### src/rtl/eai_defs.svh
`ifndef EAI_DEFS_SVH
`define EAI_DEFS_SVH

// ****************************************
// Sizes
// ****************************************
`define EAI_NUM_EV      6'h22
`define EAI_EV_W        6
`define EAI_HND_W       7
`define EAI_CTX_W       64
`define EAI_QMAX        16
`define EAI_QP_W        4
`define EAI_QC_W        5
`define EAI_QD_COMM     5'h04
`define EAI_QD_IO       5'h10
`define EAI_QD_TIMED    5'h08

// ****************************************
// Queue classes
// ****************************************
`define EAI_CLS_COMM    2'h0
`define EAI_CLS_IO      2'h1
`define EAI_CLS_TIMED   2'h2
`define EAI_NUM_CLS     3

// ****************************************
// Event numbers
// ****************************************
`define EAI_EV_EDGE_LAST 6'h07
`define EAI_EV_P0_RX     6'h08
`define EAI_EV_P0_TX     6'h09
`define EAI_EV_TIMED0    6'h0A
`define EAI_EV_TIMED1    6'h0B
`define EAI_EV_FC0_EQ    6'h0C
`define EAI_EV_FC1_EQ    6'h0D
`define EAI_EV_FC2_EQ    6'h10
`define EAI_EV_PULSE0    6'h13
`define EAI_EV_PULSE1    6'h14
`define EAI_EV_TMR_A     6'h15
`define EAI_EV_TMR_B     6'h16
`define EAI_EV_P0_MSG    6'h17
`define EAI_EV_P1_MSG    6'h18
`define EAI_EV_P1_RX     6'h19
`define EAI_EV_P1_TX     6'h1A
`define EAI_EV_FC4_EQ    6'h1D
`define EAI_EV_FC3_EQ    6'h20
`define EAI_EV_FC5_EQ    6'h21

`endif

### src/rtl/eai_pkg.sv
package eai_pkg;
    typedef enum logic [2:0] {
        OP_BIND,
        OP_UNBIND,
        OP_GATE_OPEN,
        OP_GATE_CLOSE,
        OP_COND_EXIT,
        OP_HANDLER_END,
        OP_COUNTER_DEFINE,
        OP_PROGRAM_END
    } eai_op_t;

    typedef enum logic {
        ST_MAIN,
        ST_HANDLER
    } eai_state_t;
endpackage

### src/rtl/eai_unit.sv
`timescale 1ns/1ps
`include "eai_defs.svh"
// Functional notes
// - Many events may share one handler; each event holds one binding only.
// - Bind stores the handler number and enables the event in one step.
// - Enabled events are queued while the gate is closed, until reopen or overflow.
// - Unbind removes the binding and disables the event; later occurrences ignored.
// - Serial events fixed: port 0 is 8, 9, 23; port 1 is 24 to 26.
// - Counter equal events fixed: 12, 13, 16, 29, 32, 33.
// - Pulse output zero completion is event 19, pulse output one is 20.
// - After the handler's last instruction, control returns to the main program.
// - Conditional exit ends the handler early when its condition is true.
// - Context is saved at dispatch and restored on return.
// - Moves are single instructions; dispatch only happens at instruction boundaries.
// - With the gate closed nothing is dispatched; pending events wait for reopen.
// - On entry to run the gate is closed until the open op.
// - A running handler is never pre-empted; new events are queued.
// - Per-queue lost flag set on overflow, cleared when empty on return.
module eai_unit (
    input  wire logic                    clk_in,
    input  wire logic                    rstn_in,
    input  wire logic                    ce_in,
    input  wire logic                    run_entry_in,
    input  wire logic                    ev_valid_in,
    input  wire logic [`EAI_EV_W-1:0]    ev_num_in,
    input  wire logic                    op_valid_in,
    input  wire eai_pkg::eai_op_t        op_code_in,
    input  wire logic [`EAI_EV_W-1:0]    op_event_in,
    input  wire logic [`EAI_HND_W-1:0]   op_handler_in,
    input  wire logic                    op_cond_in,
    input  wire logic                    instr_boundary_in,
    input  wire logic [`EAI_CTX_W-1:0]   ctx_in,
    output logic                         dispatch_out,
    output logic [`EAI_HND_W-1:0]        handler_num_out,
    output logic                         in_handler_out,
    output logic                         resume_out,
    output logic [`EAI_CTX_W-1:0]        ctx_out,
    output logic                         gate_open_out,
    output logic [`EAI_NUM_CLS-1:0]      lost_out,
    output logic                         op_error_out
);

    // ****************************************
    // Functions
    // ****************************************
    // event classes
    function automatic logic [1:0] cls_of(input logic [`EAI_EV_W-1:0] ev);
        logic [1:0] c;
        c = `EAI_CLS_IO;
        case (ev)
            `EAI_EV_P0_RX, `EAI_EV_P0_TX, `EAI_EV_P0_MSG,
            `EAI_EV_P1_MSG, `EAI_EV_P1_RX, `EAI_EV_P1_TX: c = `EAI_CLS_COMM;
            `EAI_EV_TIMED0, `EAI_EV_TIMED1,
            `EAI_EV_TMR_A, `EAI_EV_TMR_B: c = `EAI_CLS_TIMED;
            `EAI_EV_FC0_EQ, `EAI_EV_FC1_EQ, `EAI_EV_FC2_EQ, `EAI_EV_FC3_EQ,
            `EAI_EV_FC4_EQ, `EAI_EV_FC5_EQ,
            `EAI_EV_PULSE0, `EAI_EV_PULSE1: c = `EAI_CLS_IO;
            default: c = `EAI_CLS_IO;
        endcase
        return c;
    endfunction

    function automatic logic [`EAI_QC_W-1:0] qdepth(input int c);
        logic [`EAI_QC_W-1:0] d;
        d = `EAI_QD_IO;
        if (c == int'(`EAI_CLS_COMM)) begin
            d = `EAI_QD_COMM;
        end else if (c == int'(`EAI_CLS_TIMED)) begin
            d = `EAI_QD_TIMED;
        end
        return d;
    endfunction

    function automatic logic [`EAI_QP_W-1:0] ptr_inc(input logic [`EAI_QP_W-1:0] p,
                                                     input int c);
        logic [`EAI_QP_W-1:0] n;
        n = p + 4'h1;
        if ({1'b0, p} == qdepth(c) - 5'h01) begin
            n = 4'h0;
        end
        return n;
    endfunction

    // ****************************************
    // State
    // ****************************************
    eai_pkg::eai_state_t     state_reg;
    logic [`EAI_HND_W-1:0]   hnd_tab [`EAI_NUM_EV];
    logic [`EAI_NUM_EV-1:0]  en_reg;
    logic [`EAI_EV_W-1:0]    q_mem [`EAI_NUM_CLS][`EAI_QMAX];
    logic [`EAI_QP_W-1:0]    q_wr [`EAI_NUM_CLS];
    logic [`EAI_QP_W-1:0]    q_rd [`EAI_NUM_CLS];
    logic [`EAI_QC_W-1:0]    q_cnt [`EAI_NUM_CLS];
    logic [`EAI_CTX_W-1:0]   ctx_save_reg;

    // ****************************************
    // Decoding
    // ****************************************
    wire        in_hnd   = (state_reg == eai_pkg::ST_HANDLER);
    wire [1:0]  ev_cls   = cls_of(ev_num_in);
    wire        ev_legal = ev_valid_in && (ev_num_in < `EAI_NUM_EV);
    // Disabled events are ignored unbind effect
    wire        ev_take  = ev_legal && en_reg[ev_num_in];
    wire        op_ok    = op_valid_in && (op_event_in < `EAI_NUM_EV);
    wire        is_bind  = op_ok && (op_code_in == eai_pkg::OP_BIND);
    wire        is_unb   = op_ok && (op_code_in == eai_pkg::OP_UNBIND);
    wire        is_open  = op_valid_in && (op_code_in == eai_pkg::OP_GATE_OPEN);
    wire        is_close = op_valid_in && (op_code_in == eai_pkg::OP_GATE_CLOSE);
    wire        is_bad   = op_valid_in && (is_open || is_close
                           || op_code_in == eai_pkg::OP_COUNTER_DEFINE
                           || op_code_in == eai_pkg::OP_PROGRAM_END);
    wire        op_bad   = in_hnd && is_bad;
    wire        end_now  = in_hnd && op_valid_in
                           && ((op_code_in == eai_pkg::OP_HANDLER_END)
                           || (op_code_in == eai_pkg::OP_COND_EXIT && op_cond_in));
    wire        pend_any = (q_cnt[0] != 5'h00) || (q_cnt[1] != 5'h00)
                           || (q_cnt[2] != 5'h00);
    // dispatch only at boundary, gate open, no handler
    wire        can_disp = !in_hnd && gate_open_out && instr_boundary_in
                           && pend_any && !run_entry_in;
    wire [1:0]  sel      = (q_cnt[0] != 5'h00) ? `EAI_CLS_COMM :
                           (q_cnt[1] != 5'h00) ? `EAI_CLS_IO : `EAI_CLS_TIMED;
    wire [`EAI_EV_W-1:0] head = q_mem[sel][q_rd[sel]];
    wire        head_en  = en_reg[head];

    logic [`EAI_NUM_CLS-1:0] push;
    logic [`EAI_NUM_CLS-1:0] pop;
    logic [`EAI_NUM_CLS-1:0] full;
    logic [`EAI_NUM_CLS-1:0] drop;
    always_comb begin
        for (int c = 0; c < `EAI_NUM_CLS; c++) begin
            pop[c]  = can_disp && (sel == c[1:0]);
            full[c] = (q_cnt[c] == qdepth(c));
            // queue regardless of gate; drop when full and not popped in the same cycle
            push[c] = ev_take && (ev_cls == c[1:0]) && (!full[c] || pop[c]);
            drop[c] = ev_take && (ev_cls == c[1:0]) && full[c] && !pop[c];
        end
    end

    // ****************************************
    // Binding table
    // ****************************************
    always_ff @(posedge clk_in) begin
        if (!rstn_in) begin
            en_reg <= '0;
        end else if (ce_in) begin
            if (is_bind) begin
                en_reg[op_event_in] <= 1'b1;
            end else if (is_unb) begin
                en_reg[op_event_in] <= 1'b0;
            end
        end
    end

    always_ff @(posedge clk_in) begin
        if (ce_in && is_bind) begin
            hnd_tab[op_event_in] <= op_handler_in;
        end
    end

    // ****************************************
    // Queues
    // ****************************************
    always_ff @(posedge clk_in) begin
        for (int c = 0; c < `EAI_NUM_CLS; c++) begin
            if (!rstn_in) begin
                q_wr[c]     <= 4'h0;
                q_rd[c]     <= 4'h0;
                q_cnt[c]    <= 5'h00;
                lost_out[c] <= 1'b0;
            end else if (ce_in) begin
                if (push[c]) begin
                    q_mem[c][q_wr[c]] <= ev_num_in;
                    q_wr[c]           <= ptr_inc(q_wr[c], c);
                end
                if (pop[c]) begin
                    q_rd[c] <= ptr_inc(q_rd[c], c);
                end
                q_cnt[c] <= q_cnt[c] + {4'h0, push[c]} - {4'h0, pop[c]};
                // lost flag, set wins over clear
                if (drop[c]) begin
                    lost_out[c] <= 1'b1;
                end else if (end_now && q_cnt[c] == 5'h00 && !push[c]) begin
                    lost_out[c] <= 1'b0;
                end
            end
        end
    end

    // ****************************************
    // Dispatch and return
    // ****************************************
    always_ff @(posedge clk_in) begin
        if (!rstn_in) begin
            state_reg       <= eai_pkg::ST_MAIN;
            gate_open_out   <= 1'b0;
            dispatch_out    <= 1'b0;
            resume_out      <= 1'b0;
            in_handler_out  <= 1'b0;
            op_error_out    <= 1'b0;
            handler_num_out <= 7'h00;
            ctx_out         <= 64'h0000_0000_0000_0000;
            ctx_save_reg    <= 64'h0000_0000_0000_0000;
        end else if (ce_in) begin
            dispatch_out <= 1'b0;
            resume_out   <= 1'b0;
            op_error_out <= op_bad;
            if (run_entry_in) begin
                gate_open_out <= 1'b0;
            end else if (!in_hnd && is_open) begin
                gate_open_out <= 1'b1;
            end else if (!in_hnd && is_close) begin
                gate_open_out <= 1'b0;
            end
            case (state_reg)
                eai_pkg::ST_MAIN: begin
                    if (can_disp && head_en) begin
                        ctx_save_reg    <= ctx_in;
                        handler_num_out <= hnd_tab[head];
                        dispatch_out    <= 1'b1;
                        in_handler_out  <= 1'b1;
                        state_reg       <= eai_pkg::ST_HANDLER;
                    end
                end
                eai_pkg::ST_HANDLER: begin
                    if (end_now) begin
                        ctx_out        <= ctx_save_reg;
                        resume_out     <= 1'b1;
                        in_handler_out <= 1'b0;
                        state_reg      <= eai_pkg::ST_MAIN;
                    end
                end
                default: begin
                    state_reg <= eai_pkg::ST_MAIN;
                end
            endcase
        end
    end

    wire [`EAI_QC_W-1:0] cls_cnt = q_cnt[ev_cls];
endmodule

### config.mk
export PLATFORM = sky130hd
export DESIGN_NAME = eai_unit
export DESIGN_NICKNAME = d
export VERILOG_FILES = /design/src/rtl/eai_pkg.sv /design/src/rtl/eai_unit.sv
export VERILOG_INCLUDE_DIRS = /design/src /design/src/rtl
export SDC_FILE = /design/constraint.sdc
export NUM_CORES = 1
export LEC_CHECK = 0
export BUFFER_PORTS_ARGS = -buffer_cell sky130_fd_sc_hd__buf_2
export CORE_AREA = 2 2 232 234
export DETAILED_ROUTE_END_ITERATION = 8
export DIE_AREA = 0 0 234 236
export PLACE_DENSITY = 0.88
export RECOVER_POWER = 50
export REMOVE_ABC_BUFFERS = 1
export SYNTH_ARGS = -nofsm -noshare
export SYNTH_HDL_FRONTEND = slang
export SYNTH_SLANG_ARGS = --single-unit
### constraint.sdc
create_clock -name clk_in -period 5.2 [get_ports clk_in]
set_clock_uncertainty 0.2 [all_clocks]
set_input_delay 0.78 -clock clk_in [delete_from_list [all_inputs] [get_ports clk_in]]
set_output_delay 0.78 -clock clk_in [all_outputs]
set_load 0.005 [all_outputs]
# Yosys cells after proc, flatten, opt, wreduce, memory -nomap -nowiden
# Memories as Yosys holds them, arrays and structs flattened. A register that Yosys moved wholly into a read port is not among the register bits.
# Cells that the tools add are included.
[totals]
memories = 6
wordCells = 297
romBits = 128
register_bits = 171
output_inout_bits = 79
ramBits = 565
in_bits = 94
[op_classes]
n_reduce_logical = 90
n_eq_ne = 22
n_lt_le_gt_ge = 13
bitwise = 17
add_sub_neg = 16
n_mux = 121
[memory_table]
columns = ["memory", "depth", "word_bits", "rd", "rd_clocked_by_memory_dff", "write_ports", "line", "source"]
rows = [
  ["q_mem", 3, 96, 1, 0, 1, "eai_unit.sv:90", "logic [`EAI_EV_W-1:0] q_mem [`EAI_NUM_CLS][`EAI_QMAX];"],
  ["hnd_tab", 34, 7, 1, 1, 1, "eai_unit.sv:88", "logic [`EAI_HND_W-1:0] hnd_tab [`EAI_NUM_EV];"],
  ["(no name shown)", 64, 2, 1, 0, 0, "eai_unit.sv:50", "case (ev)"],
  ["q_cnt", 3, 5, 3, 0, 3, "eai_unit.sv:93", "logic [`EAI_QC_W-1:0] q_cnt [`EAI_NUM_CLS];"],
  ["q_rd", 3, 4, 4, 0, 3, "eai_unit.sv:92", "logic [`EAI_QP_W-1:0] q_rd [`EAI_NUM_CLS];"],
  ["q_wr", 3, 4, 3, 0, 3, "eai_unit.sv:91", "logic [`EAI_QP_W-1:0] q_wr [`EAI_NUM_CLS];"],
]
[ops]
columns = ["operator", "n"]
rows = [
  ["two-way mux 96 bit", 7],
  ["OR reduction 96 bit", 2],
  ["two-way mux 4 bit", 30],
  ["two-way mux 5 bit", 15],
  ["demux 6 bit (select 4 bit)", 3],
  ["two-way mux 34 bit", 2],
  ["two-way mux 1 bit", 49],
  ["logical AND 1 bit", 45],
  ["bitwise AND 34 bit", 1],
  ["inverter 34 bit", 1],
  ["OR 34 bit", 1],
  ["two-way mux 6 bit", 5],
  ["adder 4 x 1 -> 4 bit (second input constant)", 6],
  ["binary-select mux 6 bit (select 4 bit)", 1],
  ["less-than comparator 6 x 7 -> 1 bit (second input constant)", 3],
  ["equality test 4 x 5 -> 1 bit", 4],
  [">= comparator 5 bit (second input constant)", 4],
  ["inverter 4 -> 5 bit", 4],
  ["subtractor 5 x 1 -> 5 bit (second input constant)", 4],
  ["adder 5 x 1 -> 5 bit", 3],
  ["zero test 5 bit", 3],
  ["less-than comparator 5 x 1 -> 1 bit (second input constant)", 3],
  ["nonzero test 5 bit", 3],
  ["subtractor 5 x 1 -> 5 bit", 3],
  ["other kinds (27)", 77],
]

# Longest topological paths before layout
# Gate-level depths: netlist of run 1.
[depth]
ltp_word = 18
ltp_mapped = 22
mapped_depth_nobuf = 17

# Least setup slack after synthesis of run 1
# No wires, ideal clock.
[synth_path]
path_kind = "input to register"
from = "in ev_num_in[0]"
to = "mem q_cnt[1][4] in the netlist's numbering, data pin"
arrival_ns = 4.055
required_time_ns = 4.853
slack_ns = 0.798
setup_ns = 0.147
n_path_buf = 1
cell_stages = 15
cell_sequence = "clkbuf_1 > mux4_2 > mux4_2 > mux2i_1 > o21ai_0 > nand2_1 > or2_2 > nor2b_1 > nor2b_1 > ha_1 > fa_1 > a21oi_1 > nor2_1 > or3_1 > a21oi_1"
[synth_rtl]
columns = ["item", "line", "source"]
rows = [
  ["start: declaration", "eai_unit.sv:25", "input wire logic [`EAI_EV_W-1:0] ev_num_in,"],
  ["end: declaration", "eai_unit.sv:93", ""],
]

==> impl_metrics.ini, run 1 <==
[layout]
final_cell_mix = 565 x edfxtp_1, 385 x nand2_1, 274 x mux2i_1, 181 x nor2_1, 178 x dfxtp_1
fin_area_mm2 = 0.0360
fillers = 3425
drive_above_1_share_pct = 14.3
layout_commonest_cell = edfxtp_1
multiInputGateArea_mm2 = 0.0106
largest_register_ffs = 288
area_growth_pct = 12.8
nets = 2841
final_util_pct = 67.9
regArea_mm2 = 0.0205

[setup_path]
crit_start = q_rd[1][0]
end_kind = flop
cp_cell_sequence = buf_4 -> nor2b_1 -> a2111oi_0 -> o21ai_0 -> and4_1 -> a211oi_2 -> and3_1 -> nand2_1 -> a32oi_1 -> o21ai_1 -> o22ai_4 -> buf_12 -> mux2i_1
cpMaxStageDelayCell = edfxtp_1
slowest_delay_ps = 940
cp_max_fo = 38
start_kind = flop
critPathKind = reg2reg
r2r_start = q_rd[1][0]
critPathArrivalTime_ps = 5430
crit_required_ps = 5520

[placed_design]
place.gp.congestion = 0.977
hpwl_mm = 52.4
portBuffers = 172
place_area_mm2 = 0.0338

[die]
die-area_mm2 = 0.0552
core_mm2 = 0.0531
die_w_um = 234
io_pins = 173
dieHeight_um = 236
start_util_pct = 60.2
placement_rows = 85

[timing]
drv_slew = 686
fmax_ghz = 0.196
hold_violations = 0
relSlewSlack_pct = -113
setup_tns_ps = 0
rsz0062_at_grt = no
setup_viol = 0
min_period_over_period_pct = 98.2
tightestPinTransition_ps = 3190
layout_min_cycle_time_ps = 5110

[detailed_routing]
wl_per_cell_um = 23.1
ant_nets = 0
via_per_inst = 6.27
drt_wl_total_mm = 79.9
drc = 0
vias = 21700
drt_first_pass_iters = 6
first_iter_violations = 2712

[clocking]
cts_htree_levels = 3
cts_tree = done
clk_pin_slew_ps = 60
cts_buffer_depth = 3
cts_buffers = 70
clk_latency_ps = 620
cts-root-buf = clkbuf_16
cts.sinks = 743

[yosys]
ys_seq_elements = 743
synthArstFlopShare_pct = 0
synth_cells = 2528
syn_area_mm2 = 0.0319
avgSynthCellArea_um2 = 12.6
yosysSeqAreaShare_pct = 64.3
synthFlopType = edfxtp_1
ys_types = 75
ys_warn_count = 0
synth_edf_count = 565

[power]
combPwrFrac_pct = 14.0
p_sw_share_pct = 25.0
p_leak_nw = 13.1
cellPowerDensity_mw_per_mm2 = 376
internal_power_mw = 10.2
p_seq_share_pct = 47.5
power.clock.fraction_pct = 38.6
p_sw_mw = 3.39
peakVddDrop_mv = 0.353

[hold_path]
min_from = ctx_in[10]
hp-class = in2reg

[outcome]
violations = capacitance limit, slew limit
status = finished with violations

[global_route]
grt_usage_pct = 28.9
grt_pass1_wl_mm = 122
grt_max_degree = 197
antenna_found_initial = 4
gr-total-overflow = 0
grt_pass1_vias = 21400

[run]
maxCapViolations = 13
## timing repair
| item | 4_1_cts | 5_1_grt |
|---|---|---|
| setup buffers | 0 | 0 |
| resized for setup | 0 | 2 |
| hold buffers | 0 | 0 |
| endpoints found under the setup margin | 0 | 9 |
## cell usage after synthesis, drive strengths merged (7+ instances only)
library cell | number | area, µm²
nor2b | 22 | 138
xnor2 | 11 | 96.3
a21oi | 85 | 425
nand3 | 42 | 210
nor2 | 184 | 693
o211ai | 8 | 60.1
o22ai | 23 | 144
a32oi | 8 | 70.1
or2 | 8 | 50.1
a2111oi | 7 | 62.6
dfxtp | 178 | 3560
inv | 52 | 195
and2 | 20 | 125
nand3b | 8 | 60.1
o21a | 11 | 82.6
a22oi | 12 | 90.1
a22o | 7 | 61.3
and3 | 11 | 68.8
or3 | 12 | 75.1
buf | 58 | 359
mux4 | 17 | 387
ha | 36 | 450
a21o | 7 | 52.6
mux2 | 46 | 518
o21ai | 74 | 370
a21boi | 98 | 736
o221ai | 10 | 87.6
nand2b | 12 | 75.1
a31oi | 11 | 75.1
nand2 | 385 | 1450
edfxtp | 565 | 17000
nand4 | 7 | 43.8
clkbuf | 95 | 357
mux2i | 274 | 2740
a211oi | 15 | 118
nor3 | 37 | 185
## through the flow
step           hold slack, ps  cells  setup WS (ps)  total power [mW]
3_3_place_gp              245   3332            382              8.31
2_1_floorplan             237   2375         -10790              7.76
5_1_grt                   218   3461           64.0              13.9
3_5_place_dp              252   3332            225              8.37
6_report                  212   3461           93.0              13.5
4_1_cts                   192   3459            179              13.5
## per-layer routing
layer | share of wire [%] | track usage (%) | routed length (µm)
met1 | 38 | 39.6 | 30300
met2 | 48 | 45.7 | 38000
met3 | 11 | 6.01 | 8880
met4 | 3.3 | 10.6 | 2640
met5 | 0 | 0 | 0
## final timing paths
| kind | endpoint | slack (ps) | depth (start not counted) |
|---|---|---|---|
| min | ctx_save_reg[10] | 210 | 3 |
| min reg2reg | ctx_save_reg[3] | 260 | 2 |
| max reg2reg | ctx_save_reg[13] | 90 | 13 |
| max | ctx_save_reg[13] | 90 | 13 |
## layout make-up
type,instances,share of cell area [%]
timing repair buffer,261,4.29
inverter,52,0.542
clock inverter,34,1.09
antenna,2,0.0139
multi-input combinational,1580,29.3
clock buffer,93,5.37
tap,696,2.42
sequential,743,57.0
## critical path: cells and delay by family, from the launching register on
kind                   cells  cell delay, ps
AO/OA/AOI/OAI              6            2060
multiplexers               1             250
buffers and inverters      2             620
AND/OR/NAND/NOR            4             920
flip-flops                 1             940
## power groups by stage
| stage | logic (mW) | clock network (mW) | registers [mW] |
|---|---|---|---|
| final | 1.89 | 5.22 | 6.43 |
| after global routing | 1.98 | 5.45 | 6.43 |
| after CTS | 1.84 | 5.23 | 6.42 |
| after detailed placement | 1.82 | 0 | 6.55 |
| after global placement | 1.76 | 0 | 6.55 |
| after floorplan | 1.21 | 0 | 6.55 |
## cell families after synthesis
group	share of synthesized area, %
fa+ha+maj	1.60
buf+inv	2.85
simple gates	10.7
flops	64.3
mux	11.4
compound gates	8.71
xor+xnor	0.466
Note: power is estimated with default switching activity, not from simulation.
==> run 2, diff against run 1 <==
SETUP_SLACK_MARGIN = 0.1   (was not set)
==> run 2 against run 1 <==
Compared with the run above: the run still ends with capacitance limit, slew limit left; largest cell class unchanged; critical path type unchanged; die area stayed put; final cell count about the same; fmax is 3.6% higher; sequential share of layout area about the same; worst setup slack gained 180 ps; critical path depth grew 2; sequential power is essentially flat; global-route usage is the same; clock power about the same; count of clock-buffer cells in the layout stayed put; highest routed layer unchanged.
==> impl_metrics.ini, run 2 (synthesis gave the netlist of run 1 again) <==
[outcome]
status = finished with violations
violations = capacitance limit, slew limit

[detailed_routing]
ant_nets = 0
via_per_inst = 6.29
drt_wl_total_mm = 79.8
wl_per_cell_um = 23.0
drc = 0
first_iter_violations = 2964
drt_first_pass_iters = 8
vias = 21800

[layout]
nets = 2844
area_growth_pct = 12.9
layout_commonest_cell = edfxtp_1
largest_register_ffs = 288
fillers = 3421
multiInputGateArea_mm2 = 0.0106
final_cell_mix = 565 x edfxtp_1, 385 x nand2_1, 274 x mux2i_1, 181 x nor2_1, 178 x dfxtp_1
regArea_mm2 = 0.0205
drive_above_1_share_pct = 14.4
fin_area_mm2 = 0.0361

[placed_design]
place.gp.congestion = 0.977
portBuffers = 172
hpwl_mm = 52.4
place_area_mm2 = 0.0338

[clocking]
cts_htree_levels = 3
cts_buffers = 70
cts_tree = done
cts-root-buf = clkbuf_16
clk_pin_slew_ps = 70
cts_buffer_depth = 3
clk_latency_ps = 620
ctsHoldBuffers = 0
cts.sinks = 743

[die]
placement_rows = 85
start_util_pct = 60.2
die-area_mm2 = 0.0552
die_w_um = 234
io_pins = 173
core_mm2 = 0.0531
dieHeight_um = 236

[timing]
layout_min_cycle_time_ps = 4930
setup_viol = 0
rsz0062_at_grt = no
drv_slew = 686
min_period_over_period_pct = 94.8
fmax_ghz = 0.203
hold_violations = 0
hold_slack_ps = 212
relSlewSlack_pct = -113
tightestPinTransition_ps = 3200

[global_route]
grt_pass1_wl_mm = 122
grt_pass1_vias = 21400
antenna_found_initial = 4
gr-total-overflow = 0
grt_usage_pct = 28.9
grt_max_degree = 197

[power]
p_leak_nw = 13.1
cellPowerDensity_mw_per_mm2 = 376
peakVddDrop_mv = 0.354

[setup_path]
start_kind = flop
critPathArrivalTime_ps = 5250
worstRegToRegCells = 15
end_kind = flop
crit_required_ps = 5520
critPathKind = reg2reg
cp_max_fo = 40

[hold_path]
hp-class = in2reg
hold_depth = 3

[run]
maxCapViolations = 13
[run 2: cell count changes in the layout (fill, tap and decap cells not counted), sizes merged]
cell	change
buf	+3
[run 2: cell type report]
type | instances | area share [%]
clock buffer | 93 | 5.36
antenna | 2 | 0.0139
clock inverter | 34 | 1.09
tap | 696 | 2.41
sequential | 743 | 56.9
multi-input combinational | 1580 | 29.3
inverter | 52 | 0.541
timing repair buffer | 264 | 4.35
[run 2: through the flow]
step	total power [mW]	utilization [%]	setup slack (ps)	std cells	setup TNS, ps
2_1_floorplan	7.76	-	-10790	2375	-798260
3_3_place_gp	8.31	63.7	382	3332	0
3_5_place_dp	8.37	63.7	225	3332	0
4_1_cts	13.5	68.1	179	3459	0
5_1_grt	13.9	68.0	64.0	3464	0
6_report	13.5	68.0	269	3464	0
[run 2: timing repair]
item | 4_1_cts | 5_1_grt
gates resized for setup | 0 | 3
endpoints found under the setup margin | 0 | 65
endpoints found under the hold margin | 0 | 0
buffers inserted | 0 | 3
[run 2: worst max-delay path, cell delays in order, from the launching register on]
cell       delay, ps
edfxtp_1         370
inv_1             70
ha_1             210
nor4b_4          150
buf_12           190
a2111oi_0        990
o21ai_0          190
and4_1           230
a211oi_2         310
and3_1           530
nand2_1          110
a32oi_1          220
o21ai_1          110
o22ai_4          320
buf_12           320
mux2i_1          240
[run 2: routing by layer]
layer	global-route usage [%]	up-vias	part of all wire, %
met5	0	-	0
met4	10.6	0	3.3
met3	6.01	187	11
met2	45.7	1364	48
met1	39.6	10600	38
li1	-	9623	-
[run 2: path summary, 6_finish.rpt]
path | slack (ps) | endpoint | startpoint
min reg2reg | 260 | ctx_save_reg[40] | ctx_save_reg[40]
min | 210 | ctx_save_reg[26] | ctx_in[26]
max reg2reg | 270 | ctx_save_reg[1] | q_cnt[1][3]
max | 270 | ctx_save_reg[1] | q_cnt[1][3]
[run 2: power breakdown]
| group | leakage (nW) | internal, mW | switching [mW] |
|---|---|---|---|
| combinational | 5.38 | 0.722 | 1.18 |
| sequential | 6.57 | 6.40 | 0.0287 |
| clock | 1.16 | 3.03 | 2.18 |
| total | 13.1 | 10.2 | 3.39 |
